File: src/fsq_pkg.sv
// Summary of operation
// - Boot-source bit 0 at reset: start executing from the factory boot ROM.
// - Boot-source bit 1 at reset: start fetching at flash location zero.
// - While in boot ROM, the serial port is watched for programming commands.
// - Boot ROM holds 1K bytes of programming and emulation support code.
// - High address byte is bits 15..8, low byte bits 7..0.
// - Both address bytes clear to zero on reset.
// - A read operation leaves the fetched byte in the read-data register.
// - Read-data register is readable from flash or boot ROM code.
// - Read-data register has no defined reset value.
// - Internal programming control register is not reachable by user software.
// - Pulse-timing register resets to the 10 MHz value; set before write or erase.
// - Matching 6-bit key sets flag 8 instruction cycles; jump-to-boot needs it.
package fsq_pkg;

  localparam int          PADDR_W        = 8;
  localparam logic [7:0]  OFS_ADDR_HI    = 8'h00;
  localparam logic [7:0]  OFS_ADDR_LO    = 8'h04;
  localparam logic [7:0]  OFS_READ_DATA  = 8'h08;
  localparam logic [7:0]  OFS_WRITE_DATA = 8'h0C;
  localparam logic [7:0]  OFS_PULSE_TIM  = 8'h10;
  localparam logic [7:0]  OFS_KEY        = 8'h14;
  localparam logic [7:0]  OFS_STATUS     = 8'h18;

  localparam logic [7:0]  ADDR_RST       = 8'h00;
  localparam logic [7:0]  PULSE_TIM_RST  = 8'h7B;
  localparam logic [7:0]  PULSE_TIM_MASK = 8'h7F;

  localparam int          KEY_LSB        = 2;
  localparam logic [5:0]  KEY_VALUE      = 6'h26;
  localparam int          KEY_CYCLES     = 8;

  localparam int          STAT_BUSY      = 0;
  localparam int          STAT_KEY       = 1;
  localparam int          STAT_IN_BOOT   = 2;
  localparam int          STAT_BOOT_SEL  = 3;
  localparam int          STAT_DONE      = 4;

  localparam logic [15:0] FLASH_START    = 16'h0000;
  localparam logic [15:0] BOOT_START     = 16'h0000;
  localparam int          BOOT_ROM_BYTES = 1024;
  localparam logic [15:0] OPTION_ALIAS   = 16'hFFFF;
  localparam logic [15:0] OPTION_PHYS    = 16'h7FFF;

  localparam int          CLK_PERIOD_NS  = 20;
  localparam int          INSTR_CYCLE_NS = 500;
  localparam int          INSTR_DIV      = INSTR_CYCLE_NS / CLK_PERIOD_NS;

  typedef enum logic [1:0] {
    FSQ_OP_READ       = 2'b00,
    FSQ_OP_WRITE      = 2'b01,
    FSQ_OP_PAGE_ERASE = 2'b10,
    FSQ_OP_MASS_ERASE = 2'b11
  } fsq_op_t;

  typedef enum logic [1:0] {
    FSQ_IDLE = 2'b00,
    FSQ_RUN  = 2'b01,
    FSQ_DONE = 2'b10
  } fsq_state_t;

endpackage

File: src/fsq_key_timer.sv
`timescale 1ns/1ns
module fsq_key_timer #(
  parameter int DIV    = fsq_pkg::INSTR_DIV,
  parameter int CYCLES = fsq_pkg::KEY_CYCLES
) (
  // Clock and reset
  input  wire logic clk_i,
  input  wire logic reset_i,
  // Control
  input  wire logic key_ok_i,
  input  wire logic key_bad_i,
  input  wire logic freeze_i,
  // Status
  output logic      key_set_o
);

  localparam int DW = $clog2(DIV + 1);
  localparam int CW = $clog2(CYCLES + 1);

  logic [DW-1:0] div_q;
  logic          tick;
  logic [CW-1:0] left_q;

  assign tick = (div_q == DW'(DIV - 1));

  // Instruction-cycle enable pulse
  always_ff @(posedge clk_i or posedge reset_i)
  begin
    if (reset_i)
      div_q <= '0;
    else if (tick)
      div_q <= '0;
    else
      div_q <= div_q + DW'(1);
  end

  // Key window counts instruction cycles; a breakpoint freezes it
  always_ff @(posedge clk_i or posedge reset_i)
  begin
    if (reset_i)
      left_q <= '0;
    else if (key_ok_i)
      left_q <= CW'(CYCLES);
    else if (key_bad_i)
      left_q <= '0;
    else if (tick && !freeze_i && left_q != '0)
      left_q <= left_q - CW'(1);
  end

  assign key_set_o = (left_q != '0);

endmodule // fsq_key_timer

File: src/fsq_boot_sel.sv
`timescale 1ns/1ns
module fsq_boot_sel (
  // Clock and reset
  input  wire logic        clk_i,
  input  wire logic        reset_i,
  // Option bit and flow control
  input  wire logic        boot_source_select_bit_i,
  input  wire logic        jump_boot_i,
  input  wire logic        return_flash_i,
  // Status
  output logic             in_boot_o,
  output logic             boot_sel_o,
  output logic             start_valid_o,
  output logic [15:0]      start_addr_o
);

  logic init_q;

  // Option bit is caught on the first edge after reset release
  always_ff @(posedge clk_i or posedge reset_i)
  begin
    if (reset_i)
      init_q <= 1'b1;
    else
      init_q <= 1'b0;
  end

  always_ff @(posedge clk_i or posedge reset_i)
  begin
    if (reset_i)
      boot_sel_o <= 1'b0;
    else if (init_q)
      boot_sel_o <= boot_source_select_bit_i;
  end

  always_ff @(posedge clk_i or posedge reset_i)
  begin
    if (reset_i)
      in_boot_o <= 1'b1;
    else if (init_q)
      in_boot_o <= !boot_source_select_bit_i;
    else if (jump_boot_i)
      in_boot_o <= 1'b1;
    else if (return_flash_i)
      in_boot_o <= 1'b0;
  end

  always_ff @(posedge clk_i or posedge reset_i)
  begin
    if (reset_i)
    begin
      start_valid_o <= 1'b0;
      start_addr_o  <= 16'h0000;
    end
    else
    begin
      start_valid_o <= init_q;
      if (init_q)
        start_addr_o <= boot_source_select_bit_i ? fsq_pkg::FLASH_START
                                                 : fsq_pkg::BOOT_START;
    end
  end

endmodule // fsq_boot_sel

File: src/fsq_regs.sv
// Our own choices: the APB register port and the register addresses.
`timescale 1ns/1ns
module fsq_regs #(
  parameter int BOOT_ROM_BYTES = fsq_pkg::BOOT_ROM_BYTES,
  parameter int KEY_CYCLES     = fsq_pkg::KEY_CYCLES,
  parameter int INSTR_DIV      = fsq_pkg::INSTR_DIV
) (
  // Clock and reset
  input  wire logic                       clk_i,
  input  wire logic                       reset_i,
  // APB slave
  input  wire logic                       psel_i,
  input  wire logic                       penable_i,
  input  wire logic                       pwrite_i,
  input  wire logic [fsq_pkg::PADDR_W-1:0] paddr_i,
  input  wire logic [31:0]                pwdata_i,
  output logic [31:0]                     prdata_o,
  output logic                            pready_o,
  output logic                            pslverr_o,
  // Factory control path
  input  wire logic                       ctl_cmd_valid_i,
  input  wire logic [1:0]                 ctl_cmd_op_i,
  output logic                            ctl_cmd_ready_o,
  // Core flow
  input  wire logic                       jump_to_boot_instruction_i,
  input  wire logic                       return_to_flash_i,
  input  wire logic                       breakpoint_i,
  output logic                            jump_taken_boot_o,
  output logic                            jump_taken_flash_o,
  output logic                            exec_from_boot_o,
  output logic                            serial_monitor_en_o,
  output logic                            fetch_start_valid_o,
  output logic [15:0]                     fetch_start_addr_o,
  output logic [$clog2(BOOT_ROM_BYTES)-1:0] boot_rom_limit_o,
  // Option bit
  input  wire logic                       boot_source_select_bit_i,
  // Flash array
  output logic                            flash_req_o,
  output logic [1:0]                      flash_op_o,
  output logic [15:0]                     flash_addr_o,
  output logic [7:0]                      flash_wdata_o,
  output logic [7:0]                      flash_pulse_o,
  input  wire logic                       flash_done_i,
  input  wire logic [7:0]                 flash_rdata_i
);

  logic [7:0]          prog_address_high_byte_q;
  logic [7:0]          prog_address_low_byte_q;
  logic [7:0]          prog_read_data_q;
  logic [7:0]          prog_write_data_q;
  logic [7:0]          program_pulse_timing_q;
  logic                done_q;
  logic [15:0]         op_addr_q;
  logic [1:0]          op_q;
  fsq_pkg::fsq_state_t state_q;
  fsq_pkg::fsq_state_t state_d;

  logic                setup;
  logic                access;
  logic                wr_acc;
  logic                busy;
  logic                mapped;
  logic                locked;
  logic                key_set;
  logic                key_wr;
  logic                key_ok;
  logic                in_boot;
  logic                boot_sel;
  logic                cmd_take;
  logic [15:0]         cur_addr;
  logic [31:0]         rd_mux;

  function automatic logic [31:0] zext8(input logic [7:0] v);
    zext8 = {24'h000000, v};
  endfunction

  function automatic logic hit(input logic [7:0] a, input logic [7:0] ofs);
    hit = (a == ofs);
  endfunction

  assign setup   = psel_i && !penable_i;
  assign access  = psel_i && penable_i;
  assign busy    = (state_q != fsq_pkg::FSQ_IDLE);
  assign cur_addr = {prog_address_high_byte_q, prog_address_low_byte_q};

  // Only the listed offsets answer; the control register has none
  always_comb
  begin
    mapped = hit(paddr_i, fsq_pkg::OFS_ADDR_HI)    ||
             hit(paddr_i, fsq_pkg::OFS_ADDR_LO)    ||
             hit(paddr_i, fsq_pkg::OFS_READ_DATA)  ||
             hit(paddr_i, fsq_pkg::OFS_WRITE_DATA) ||
             hit(paddr_i, fsq_pkg::OFS_PULSE_TIM)  ||
             hit(paddr_i, fsq_pkg::OFS_KEY)        ||
             hit(paddr_i, fsq_pkg::OFS_STATUS);
  end

  // Operands may not change under a running operation
  always_comb
  begin
    locked = busy && pwrite_i &&
             (hit(paddr_i, fsq_pkg::OFS_ADDR_HI)    ||
              hit(paddr_i, fsq_pkg::OFS_ADDR_LO)    ||
              hit(paddr_i, fsq_pkg::OFS_WRITE_DATA) ||
              hit(paddr_i, fsq_pkg::OFS_PULSE_TIM));
  end

  assign pready_o  = 1'b1;
  assign pslverr_o = access && (!mapped || locked);
  assign wr_acc    = access && pwrite_i && mapped && !locked;

  // Read mux; read data is open to either execution source
  always_comb
  begin
    rd_mux = 32'h00000000;
    case (paddr_i)
      fsq_pkg::OFS_ADDR_HI:    rd_mux = zext8(prog_address_high_byte_q);
      fsq_pkg::OFS_ADDR_LO:    rd_mux = zext8(prog_address_low_byte_q);
      fsq_pkg::OFS_READ_DATA:  rd_mux = zext8(prog_read_data_q);
      fsq_pkg::OFS_WRITE_DATA: rd_mux = zext8(prog_write_data_q);
      fsq_pkg::OFS_PULSE_TIM:  rd_mux = zext8(program_pulse_timing_q);
      fsq_pkg::OFS_STATUS:
      begin
        rd_mux[fsq_pkg::STAT_BUSY]     = busy;
        rd_mux[fsq_pkg::STAT_KEY]      = key_set;
        rd_mux[fsq_pkg::STAT_IN_BOOT]  = in_boot;
        rd_mux[fsq_pkg::STAT_BOOT_SEL] = boot_sel;
        rd_mux[fsq_pkg::STAT_DONE]     = done_q;
      end
      default:                 rd_mux = 32'h00000000;
    endcase
  end

  // Read data is captured in the setup cycle, valid in the access cycle
  always_ff @(posedge clk_i or posedge reset_i)
  begin
    if (reset_i)
      prdata_o <= 32'h00000000;
    else if (setup && !pwrite_i)
      prdata_o <= rd_mux;
  end

  always_ff @(posedge clk_i or posedge reset_i)
  begin
    if (reset_i)
      prog_address_high_byte_q <= fsq_pkg::ADDR_RST;
    else if (wr_acc && hit(paddr_i, fsq_pkg::OFS_ADDR_HI))
      prog_address_high_byte_q <= pwdata_i[7:0];
  end

  always_ff @(posedge clk_i or posedge reset_i)
  begin
    if (reset_i)
      prog_address_low_byte_q <= fsq_pkg::ADDR_RST;
    else if (wr_acc && hit(paddr_i, fsq_pkg::OFS_ADDR_LO))
      prog_address_low_byte_q <= pwdata_i[7:0];
  end

  always_ff @(posedge clk_i or posedge reset_i)
  begin
    if (reset_i)
      prog_write_data_q <= 8'h00;
    else if (wr_acc && hit(paddr_i, fsq_pkg::OFS_WRITE_DATA))
      prog_write_data_q <= pwdata_i[7:0];
  end

  // Top bit is read-only zero
  always_ff @(posedge clk_i or posedge reset_i)
  begin
    if (reset_i)
      program_pulse_timing_q <= fsq_pkg::PULSE_TIM_RST;
    else if (wr_acc && hit(paddr_i, fsq_pkg::OFS_PULSE_TIM))
      program_pulse_timing_q <= pwdata_i[7:0] & fsq_pkg::PULSE_TIM_MASK;
  end

  // No reset on purpose: content is undefined until the first read
  always_ff @(posedge clk_i)
  begin
    if (state_q == fsq_pkg::FSQ_RUN && flash_done_i && op_q == fsq_pkg::FSQ_OP_READ)
      prog_read_data_q <= flash_rdata_i;
  end

  // Key register
  assign key_wr = wr_acc && hit(paddr_i, fsq_pkg::OFS_KEY);
  assign key_ok = key_wr && (pwdata_i[7:fsq_pkg::KEY_LSB] == fsq_pkg::KEY_VALUE);

  fsq_key_timer #(
    .DIV    (INSTR_DIV),
    .CYCLES (KEY_CYCLES)
  ) u_key (
    .clk_i     (clk_i),
    .reset_i   (reset_i),
    .key_ok_i  (key_ok),
    .key_bad_i (key_wr && !key_ok),
    .freeze_i  (breakpoint_i),
    .key_set_o (key_set)
  );

  // Jump-to-boot goes to boot ROM only while the key is set
  always_ff @(posedge clk_i or posedge reset_i)
  begin
    if (reset_i)
    begin
      jump_taken_boot_o  <= 1'b0;
      jump_taken_flash_o <= 1'b0;
    end
    else
    begin
      jump_taken_boot_o  <= jump_to_boot_instruction_i && key_set;
      jump_taken_flash_o <= jump_to_boot_instruction_i && !key_set;
    end
  end

  fsq_boot_sel u_boot (
    .clk_i                    (clk_i),
    .reset_i                  (reset_i),
    .boot_source_select_bit_i (boot_source_select_bit_i),
    .jump_boot_i              (jump_to_boot_instruction_i && key_set),
    .return_flash_i           (return_to_flash_i),
    .in_boot_o                (in_boot),
    .boot_sel_o               (boot_sel),
    .start_valid_o            (fetch_start_valid_o),
    .start_addr_o             (fetch_start_addr_o)
  );

  assign exec_from_boot_o    = in_boot;
  assign serial_monitor_en_o = in_boot;
  assign boot_rom_limit_o    = ($clog2(BOOT_ROM_BYTES))'(BOOT_ROM_BYTES - 1);

  // Operations start only from the factory path, never from the bus
  assign ctl_cmd_ready_o = !busy && in_boot;
  assign cmd_take        = ctl_cmd_valid_i && ctl_cmd_ready_o;

  // Operation sequencer
  always_comb
  begin
    state_d = state_q;
    case (state_q)
      fsq_pkg::FSQ_IDLE: if (cmd_take) state_d = fsq_pkg::FSQ_RUN;
      fsq_pkg::FSQ_RUN:  if (flash_done_i) state_d = fsq_pkg::FSQ_DONE;
      fsq_pkg::FSQ_DONE: state_d = fsq_pkg::FSQ_IDLE;
      default:           state_d = fsq_pkg::FSQ_IDLE;
    endcase
  end

  always_ff @(posedge clk_i or posedge reset_i)
  begin
    if (reset_i)
      state_q <= fsq_pkg::FSQ_IDLE;
    else
      state_q <= state_d;
  end

  // Address and operation sampled once, at the start
  always_ff @(posedge clk_i or posedge reset_i)
  begin
    if (reset_i)
    begin
      op_addr_q <= 16'h0000;
      op_q      <= 2'b00;
    end
    else if (cmd_take)
    begin
      op_addr_q <= (cur_addr == fsq_pkg::OPTION_ALIAS) ? fsq_pkg::OPTION_PHYS : cur_addr;
      op_q      <= ctl_cmd_op_i;
    end
  end

  // Completion flag: set by hardware, cleared by writing status; set wins
  always_ff @(posedge clk_i or posedge reset_i)
  begin
    if (reset_i)
      done_q <= 1'b0;
    else if (state_q == fsq_pkg::FSQ_DONE)
      done_q <= 1'b1;
    else if (wr_acc && hit(paddr_i, fsq_pkg::OFS_STATUS) && pwdata_i[fsq_pkg::STAT_DONE])
      done_q <= 1'b0;
  end

  assign flash_req_o   = (state_q == fsq_pkg::FSQ_RUN);
  assign flash_op_o    = op_q;
  assign flash_addr_o  = op_addr_q;
  assign flash_wdata_o = prog_write_data_q;
  assign flash_pulse_o = program_pulse_timing_q;

endmodule // fsq_regs

File: config.mk
export PLATFORM = sky130hd
export DESIGN_NAME = fsq_regs
export DESIGN_NICKNAME = d
export VERILOG_FILES = /design/src/fsq_pkg.sv /design/src/fsq_key_timer.sv /design/src/fsq_boot_sel.sv /design/src/fsq_regs.sv
export SDC_FILE = /design/constraint.sdc
export NUM_CORES = 1
export LEC_CHECK = 0
export BUFFER_PORTS_ARGS = -buffer_cell sky130_fd_sc_hd__clkbuf_2
export CELL_PAD_IN_SITES_DETAIL_PLACEMENT = 0
export CELL_PAD_IN_SITES_GLOBAL_PLACEMENT = 1
export CORE_MARGIN = 2
export CORE_UTILIZATION = 40
export DETAILED_ROUTE_END_ITERATION = 6
export PLACE_DENSITY = 0.86
export SLEW_MARGIN = 20
export SYNTH_ARGS = -nofsm -noshare
export SYNTH_HDL_FRONTEND = slang
export SYNTH_SLANG_ARGS = --single-unit
File: constraint.sdc
create_clock -name clk_i -period 3.5 [get_ports clk_i]
set_input_delay 0.175 -clock clk_i [delete_from_list [all_inputs] [get_ports clk_i]]
set_output_delay 0.175 -clock clk_i [all_outputs]
set_load 0.1 [all_outputs]
==> results of run 1 <==
-- metrics by stage --
step | instances | power [mW] | utilization [%] | area (um^2)
floorplan | 411 | 1.72 | - | 4420
global placement | 570 | 1.77 | 44.6 | 4580
detailed placement | 570 | 1.78 | 44.6 | 4580
CTS | 594 | 2.53 | 47.4 | 4880
global route | 594 | 2.60 | 47.4 | 4880
finish | 594 | 2.51 | 47.4 | 4880
-- final cells by class --
cell class	instances	area, um^2
fill	946	5400
sequential	83	2130
multi-input combinational	253	1790
timing repair buffer	98	543
tap	136	170
clock buffer	14	153
clock inverter	2	60.1
inverter	8	30.0
-- power by group through the flow --
| stage | sequential [mW] | clock, mW | combinational (mW) |
|---|---|---|---|
| global placement | 1.06 | 0 | 0.709 |
| global route | 1.05 | 0.797 | 0.748 |
| finish | 1.05 | 0.744 | 0.716 |
| detailed placement | 1.07 | 0 | 0.712 |
| CTS | 1.05 | 0.764 | 0.720 |
| floorplan | 1.26 | 0 | 0.463 |
-- cells in the mapped netlist, types with 2 or more instances --
master	instances
and3_1	4
clkbuf_1	6
nand2_1	8
dfrtp_1	67
nor2b_1	5
nand4_1	7
a31oi_1	4
a22oi_1	4
or4_1	2
nor2_1	15
mux2i_1	10
buf_1	3
buf_6	2
buf_2	2
a22o_1	4
nor3b_1	3
nor3_4	3
a21oi_1	5
o211ai_1	2
and2_1	5
ha_1	4
or3_1	3
mux2_1	2
nor3_1	8
inv_1	8
conb_1	2
o21ai_0	12
xor2_1	2
xnor2_1	3
mux2_2	48
edfxtp_1	8
buf_4	53
dfstp_2	8
nand4b_1	2
nand3_1	13
nor4b_1	3
-- metal layers --
metal / part of all wire, % / wire, um / global-route usage [%]
met3: 6.0 / 562 / 3.53
met1: 44 / 4110 / 22.1
met5: 0 / 0 / 0
met4: 1.7 / 154 / 6.59
met2: 48 / 4490 / 27.7
-- what timing repair did --
item                                   4_1_cts  5_1_grt
endpoints found under the hold margin        8        0
buffers inserted                             0        0
resized for setup                            0        0
hold buffers                                 8        0
-- state kept, by name, indices dropped and copies added (netlist names) --
| signal | cells |
|---|---|
| u_key.left_q | 4 |
| jump_taken_boot_o | 1 |
| prog_address_low_byte_q | 8 |
| flash_op_o | 2 |
| u_boot.init_q | 1 |
| state_q | 2 |
| u_key.div_q | 5 |
| prog_address_high_byte_q | 8 |
| flash_pulse_o | 7 |
| flash_wdata_o | 8 |
| prdata_o | 8 |
| flash_addr_o | 16 |
| u_boot.boot_sel_o | 1 |
| jump_taken_flash_o | 1 |
| u_boot.in_boot_o | 1 |
| done_q | 1 |
| prog_read_data_q | 8 |
| u_boot.start_valid_o | 1 |
-- worst max-delay path, delay by kind of cell (launching register included) --
kind            cells  cell delay (ps)
flops               1              400
compound gates      1              250
simple gates        2             1030
mux                 1              400
-- kinds of logic after synthesis --
family	synth area share, %
AO/OA/AOI/OAI	6.33
XOR/XNOR	1.04
adder cells (fa/ha/maj)	1.18
buffers and inverters	11.8
flip-flops	50.3
multiplexers	16.6
other	0.178
AND/OR/NAND/NOR	12.6
-- path summary, 6_finish.rpt --
kind,cells after the start,end,startpoint,slack (ps)
setup reg to reg,4,prog_address_low_byte_q[7],state_q[1],1310
hold / removal,1,prog_read_data_q[4],flash_rdata_i[4],20
setup / recovery,4,prog_address_low_byte_q[7],state_q[1],1310
min in group asynchronous,3,u_key.left_q[1],reset_i,80
hold reg to reg,0,u_boot.start_valid_o,u_boot.init_q,430
max in group asynchronous,3,flash_wdata_o[2],reset_i,2830
==> summary.txt, run 1 <==
Hold path
  • HP Class: in2reg

Logic synthesis
  • Cell Area, Synth: 0.00423 mm^2
  • Post-Syn Instances: 360
  • Register area share after synthesis: 50.3%
  • Synth Warn #: 0
  • Number of enable flip-flop cells after synthesis: 8
  • Synthesis-stage register bit count: 83
  • Avg Cell Area, Syn: approximately 12 um^2
  • Top-area cell type share of the netlist area: 39.7%
  • Synth unique cells: 56
  • Dominant cell type by area after synthesis: dfrtp_1
  • Synth async-reset ratio: between 90% and 100%
  • Ys flop type: dfrtp_1
  • Synth top area cells: dfrtp_1, mux2_2, buf_4, edfxtp_1, dfstp_2

Power
  • Clock power share: 29.7%
  • Combinational share of power: 28.6%
  • Max IR drop VDD: 507 uV
  • Leak: 2.38 nW
  • PD cells: roughly 510 mW/mm^2
  • Sequential share of power: 41.7%
  • Net Sw Power: 964 uW
  • Net Sw Frac: 38.5%
  • Int Pwr: 1.54 mW

CTS
  • Clk sinks: between 80 and 90
  • Total CTS buffers: 9
  • CTS tree: built
  • Htree depth: 3
  • Clock-pin transition on the worst setup and hold timing paths: approximately 70 ps
  • CTS root buf: clkbuf_8
  • CTS Buffer Depth: 2
  • Clock Latency Late Sink: 360 ps

STA
  • Max Freq: 456 MHz
  • Final setup viols: 0
  • Post-route setup slack: about 1300 ps
  • Fin crit period: ~2200 ps
  • Final hold vios: 0
  • RSZ-0062 raised after global routing: false
  • Final Skew: between 10 and 15 ps
  • Slew headroom: a little under two fifths
  • Post-route setup TNS: 0 ps
  • Final Hold Slack: roughly 19 ps
  • Slew Limit Fails: 0
  • Worst-margin pin slew: 925 ps
  • Crit share post-route: approximately 63%

Setup path
  • Crit. End Element: register
  • Critical Path AT: around 2400 ps
  • WP data required: 3740 ps
  • Slowest-stage cell, CP: or3b_1
  • Worst Setup Path Type: reg2reg
  • Crit Path Max Fanout: 8
  • Setup crit start kind: register
  • Worst-path cell chain: o21ai_0, or3b_1, nor3_4, mux2_2
  • Crit-path max cell delay: between 500 and 600 ps

Placement
  • DPL Wire Length: 7.00 mm
  • Final GP Congestion: 0.815
  • IO Port Bufs: 85
  • Dpl ws: 1180 ps

GRT
  • First-pass GRT wire length: between 10 and 15 mm
  • Pin count of the biggest net entering global routing: 76
  • Gr usage total: 16.9%
  • Initial antenna violation count: 0
  • Vias in the first global route: 2803
  • Grt ovf: 0

Cells and area
  • N_diodes: 0
  • Fraction of layout cells with a size suffix above 1: 36.7%
  • Most common cell after layout, fill and taps aside: clkbuf_2
  • Commonest non-fill, non-tap cells in the layout: clkbuf_2, dfrtp_1, conb_1
  • Area Growth Syn to Fin: 15.3%
  • Final #Nets: just over 500

Routing
  • Drt pass-1 iters: 4
  • Routed wire length: about 9.3 mm
  • DRT iter0 DRCs: 222
  • DRC viols: 0
  • Avg WL per Cell: roughly 16 um
  • ANT nets after route: 0
  • Via Count: 2925
  • Vias/cell: roughly 4.9

Die
  • Io pins: 162
  • FP Rows: 37
  • Die X: 107 um
  • Die ar.: 0.0114 mm^2
  • Core Footprint: 0.0103 mm^2
  • Vert. Die Dim: approximately 110 um
  • Initial Util: between 40% and 50%

Status
  • Status: finished, final reports clean

Job
  • # Max-Cap Violations: 0
No activity file was read; power rests on OpenSTA's default activity.
==> inputs of run 2 (changes only) <==
--- a/config.mk
+++ b/config.mk
@@ -9,9 +9,9 @@
 export CELL_PAD_IN_SITES_DETAIL_PLACEMENT = 0
 export CELL_PAD_IN_SITES_GLOBAL_PLACEMENT = 1
 export CORE_MARGIN = 2
-export CORE_UTILIZATION = 40
+export CORE_UTILIZATION = 38
 export DETAILED_ROUTE_END_ITERATION = 6
-export PLACE_DENSITY = 0.86
+export PLACE_DENSITY = 0.82
 export SLEW_MARGIN = 20
 export SYNTH_ARGS = -nofsm -noshare
 export SYNTH_HDL_FRONTEND = slang
==> constraint.sdc (replaced) <==
create_clock -name clk_i -period 2.2 [get_ports clk_i]
set_input_delay 0.11 -clock clk_i [delete_from_list [all_inputs] [get_ports clk_i]]
set_output_delay 0.11 -clock clk_i [all_outputs]
set_load 0.1 [all_outputs]
==> run 2 against run 1 <==
- global-route usage rose by 0.36 points
- flip-flop and latch count did not move
- count of clock-buffer cells in the layout fell by 2
- critical path depth rose by 1
- register-to-register slack got worse by 1200 ps
- non-clock buffer count rose by 20
- hold slack improved by 31 ps
- clock power rose by 48%
- maximum frequency rose by 6.5%
- routed wire length rose by 6.1%
- core utilization fell by 0.63 points
- clock skew fell by 3.4 ps
- critical path type unchanged
==> summary.txt, run 2 (synthesized netlist as in run 1, its figures left out) <==
STA
  • Post-route setup TNS: 0 ps (unchanged)
  • Crit share post-route: 93.6% (+31 points)
  • Final Skew: 6.83 ps (-3.45 ps)
  • RSZ-0062 raised after global routing: false
  • Post-route setup slack: 142 ps (-1170 ps)
  • Fin crit period: 2060 ps (-133 ps)
  • Slew headroom: 62.1% (+24 points)
  • Max Freq: 486 MHz (+6.5%)
  • Final setup viols: 0 (unchanged)
  • Final hold vios: 0 (unchanged)
  • Final Hold Slack: 49.9 ps (+31.1 ps)
  • Slew Limit Fails: 0 (unchanged)
  • Worst-margin pin slew: 571 ps (-353 ps)

Routing
  • Drt pass-1 iters: 4 (unchanged)
  • Routed wire length: 9.89 mm (+6.1%)
  • Via Count: 3021 (+3.3%)
  • Avg WL per Cell: 16.0 um (+2.0%)
  • DRC viols: 0 (unchanged)
  • Vias/cell: 4.89 (-0.73%)
  • ANT nets after route: 0 (unchanged)
  • DRT iter0 DRCs: 117 (-47%)

Cells and area
  • Storage cell area: 0.00213 mm^2 (+0.18%)
  • Commonest non-fill, non-tap cells in the layout: clkbuf_2, dfrtp_1, conb_1
  • Fin util: 46.8% (-0.63 points)
  • Fillers: 1006 (+6.3%)
  • Final #Nets: 538 (+3.9%)
  • Multi-input logic area: 0.00181 mm^2 (+0.84%)
  • Max reg flops: 16 (unchanged)
  • Final instance area: 0.00507 mm^2 (+4.1%)
  • Post-route insts no fill: 618 (+4.0%)
  • Most common cell after layout, fill and taps aside: clkbuf_2
  • Fraction of layout cells with a size suffix above 1: 39.1% (+2.4 points)
  • Area Growth Syn to Fin: 20.0%
  • N_diodes: 0 (unchanged)

Setup path
  • Critical Path AT: 2290 ps (-140 ps)
  • WP data required: 2440 ps (-1300 ps)
  • Worst Setup Path Type: reg2reg
  • Setup crit start kind: register
  • Crit. End Element: register
  • Crit Path Max Fanout: 8 (unchanged)

CTS
  • CTS root buf: clkbuf_8
  • Total CTS buffers: 9 (unchanged)
  • CTS Buffer Depth: 2 (unchanged)
  • Htree depth: 3 (unchanged)
  • Clock Latency Late Sink: 350 ps (about the same)
  • Clk sinks: 83 (unchanged)
  • Clock-pin transition on the worst setup and hold timing paths: 80 ps (about the same)
  • CTS tree: built

Die
  • FP Rows: 38 (+2.7%)
  • Die X: 109 um (+2.5%)
  • Initial Util: 39.0% (-2.1 points)
  • Die ar.: 0.0120 mm^2 (+5.1%)
  • Core Footprint: 0.0108 mm^2 (+5.5%)
  • Io pins: 162 (unchanged)
  • Vert. Die Dim: 109 um (+2.5%)

Job
  • # Max-Cap Violations: 0 (unchanged)

Placement
  • IO Port Bufs: 85 (unchanged)
  • DPL Wire Length: 7.32 mm (+4.5%)
  • Cell area after placement: 0.00474 mm^2 (+3.4%)
  • Dpl ws: 72.7 ps (-1110 ps)
  • Final GP Congestion: 0.838 (+2.8%)
  • DP Cell Count: 588 (+3.2%)

GRT
  • First-pass GRT wire length: 15.4 mm (+5.0%)
  • Gr usage total: 17.3% (+0.36 points)
  • Initial antenna violation count: 0 (unchanged)
  • Vias in the first global route: 2918 (+4.1%)
  • Pin count of the biggest net entering global routing: 76 (unchanged)
  • Grt ovf: 0 (unchanged)

Status
  • Status: finished, final reports clean

Power
  • Leak: 2.48 nW (+4.2%)
  • Final Power: 3.95 mW (+58%)
  • Max IR drop VDD: 509 uV (+0.30%)
  • PD cells: 778 mW/mm^2 (+51%)

Hold path
  • HP Class: in2reg
## run 2: changes by cell type in the layout (fill, tap and decap cells not counted), moves of 2 or more
cell	previous run	this run
buf_12	0	2
buf_4	5	18
clkbuf_1	4	2
clkinvlp_4	0	2
dlygate4sd3_1	8	14
## run 2: final cells by class
class | instances | area share (%)
Clock buffer | 12 | 2.86
Clock inverter | 4 | 0.986
Inverter | 8 | 0.592
Multi-Input combinational cell | 253 | 35.6
Sequential cell | 83 | 42.0
Tap cell | 140 | 3.45
Timing Repair Buffer | 118 | 14.5
## run 2: metal layers
layer | track usage, % | wire, um
met1 | 23.5 | 4390
met2 | 26.9 | 4660
met3 | 3.32 | 595
met4 | 7.59 | 246
met5 | 0 | 0
## run 2: what timing repair did
action / CTS / global route
endpoints found under the setup margin: 0 / 19
hold endpoints to repair: 83 / 0
gates resized for setup: 0 / 1
buffers inserted: 0 / 0
hold buffers: 14 / 0
## run 2: final timing paths
path,startpoint,to,slack [ps],depth (start not counted)
hold reg to reg,u_boot.init_q,u_boot.start_valid_o,420,0
setup / recovery,state_q[1],prog_address_low_byte_q[7],140,5
max in group asynchronous,reset_i,flash_pulse_o[1],1480,4
min in group asynchronous,reset_i,flash_op_o[0],380,4
hold / removal,pwdata_i[1],flash_wdata_o[1],50,2
setup reg to reg,state_q[1],prog_address_low_byte_q[7],140,5
## run 2: critical path, cell delays in order (launching register included)
cell,delay (ps)
dfrtp_1,430
o21ai_0,290
or3b_4,490
nor3_4,240
buf_12,160
mux2_2,340
## run 2: power by group
group / switching, mW / leakage [nW] / internal, mW / total, mW
clock network: 0.543 / 0.0926 / 0.555 / 1.10
registers: 0.0460 / 1.05 / 1.62 / 1.66
logic: 0.991 / 1.34 / 0.195 / 1.19
total: 1.58 / 2.48 / 2.37 / 3.95
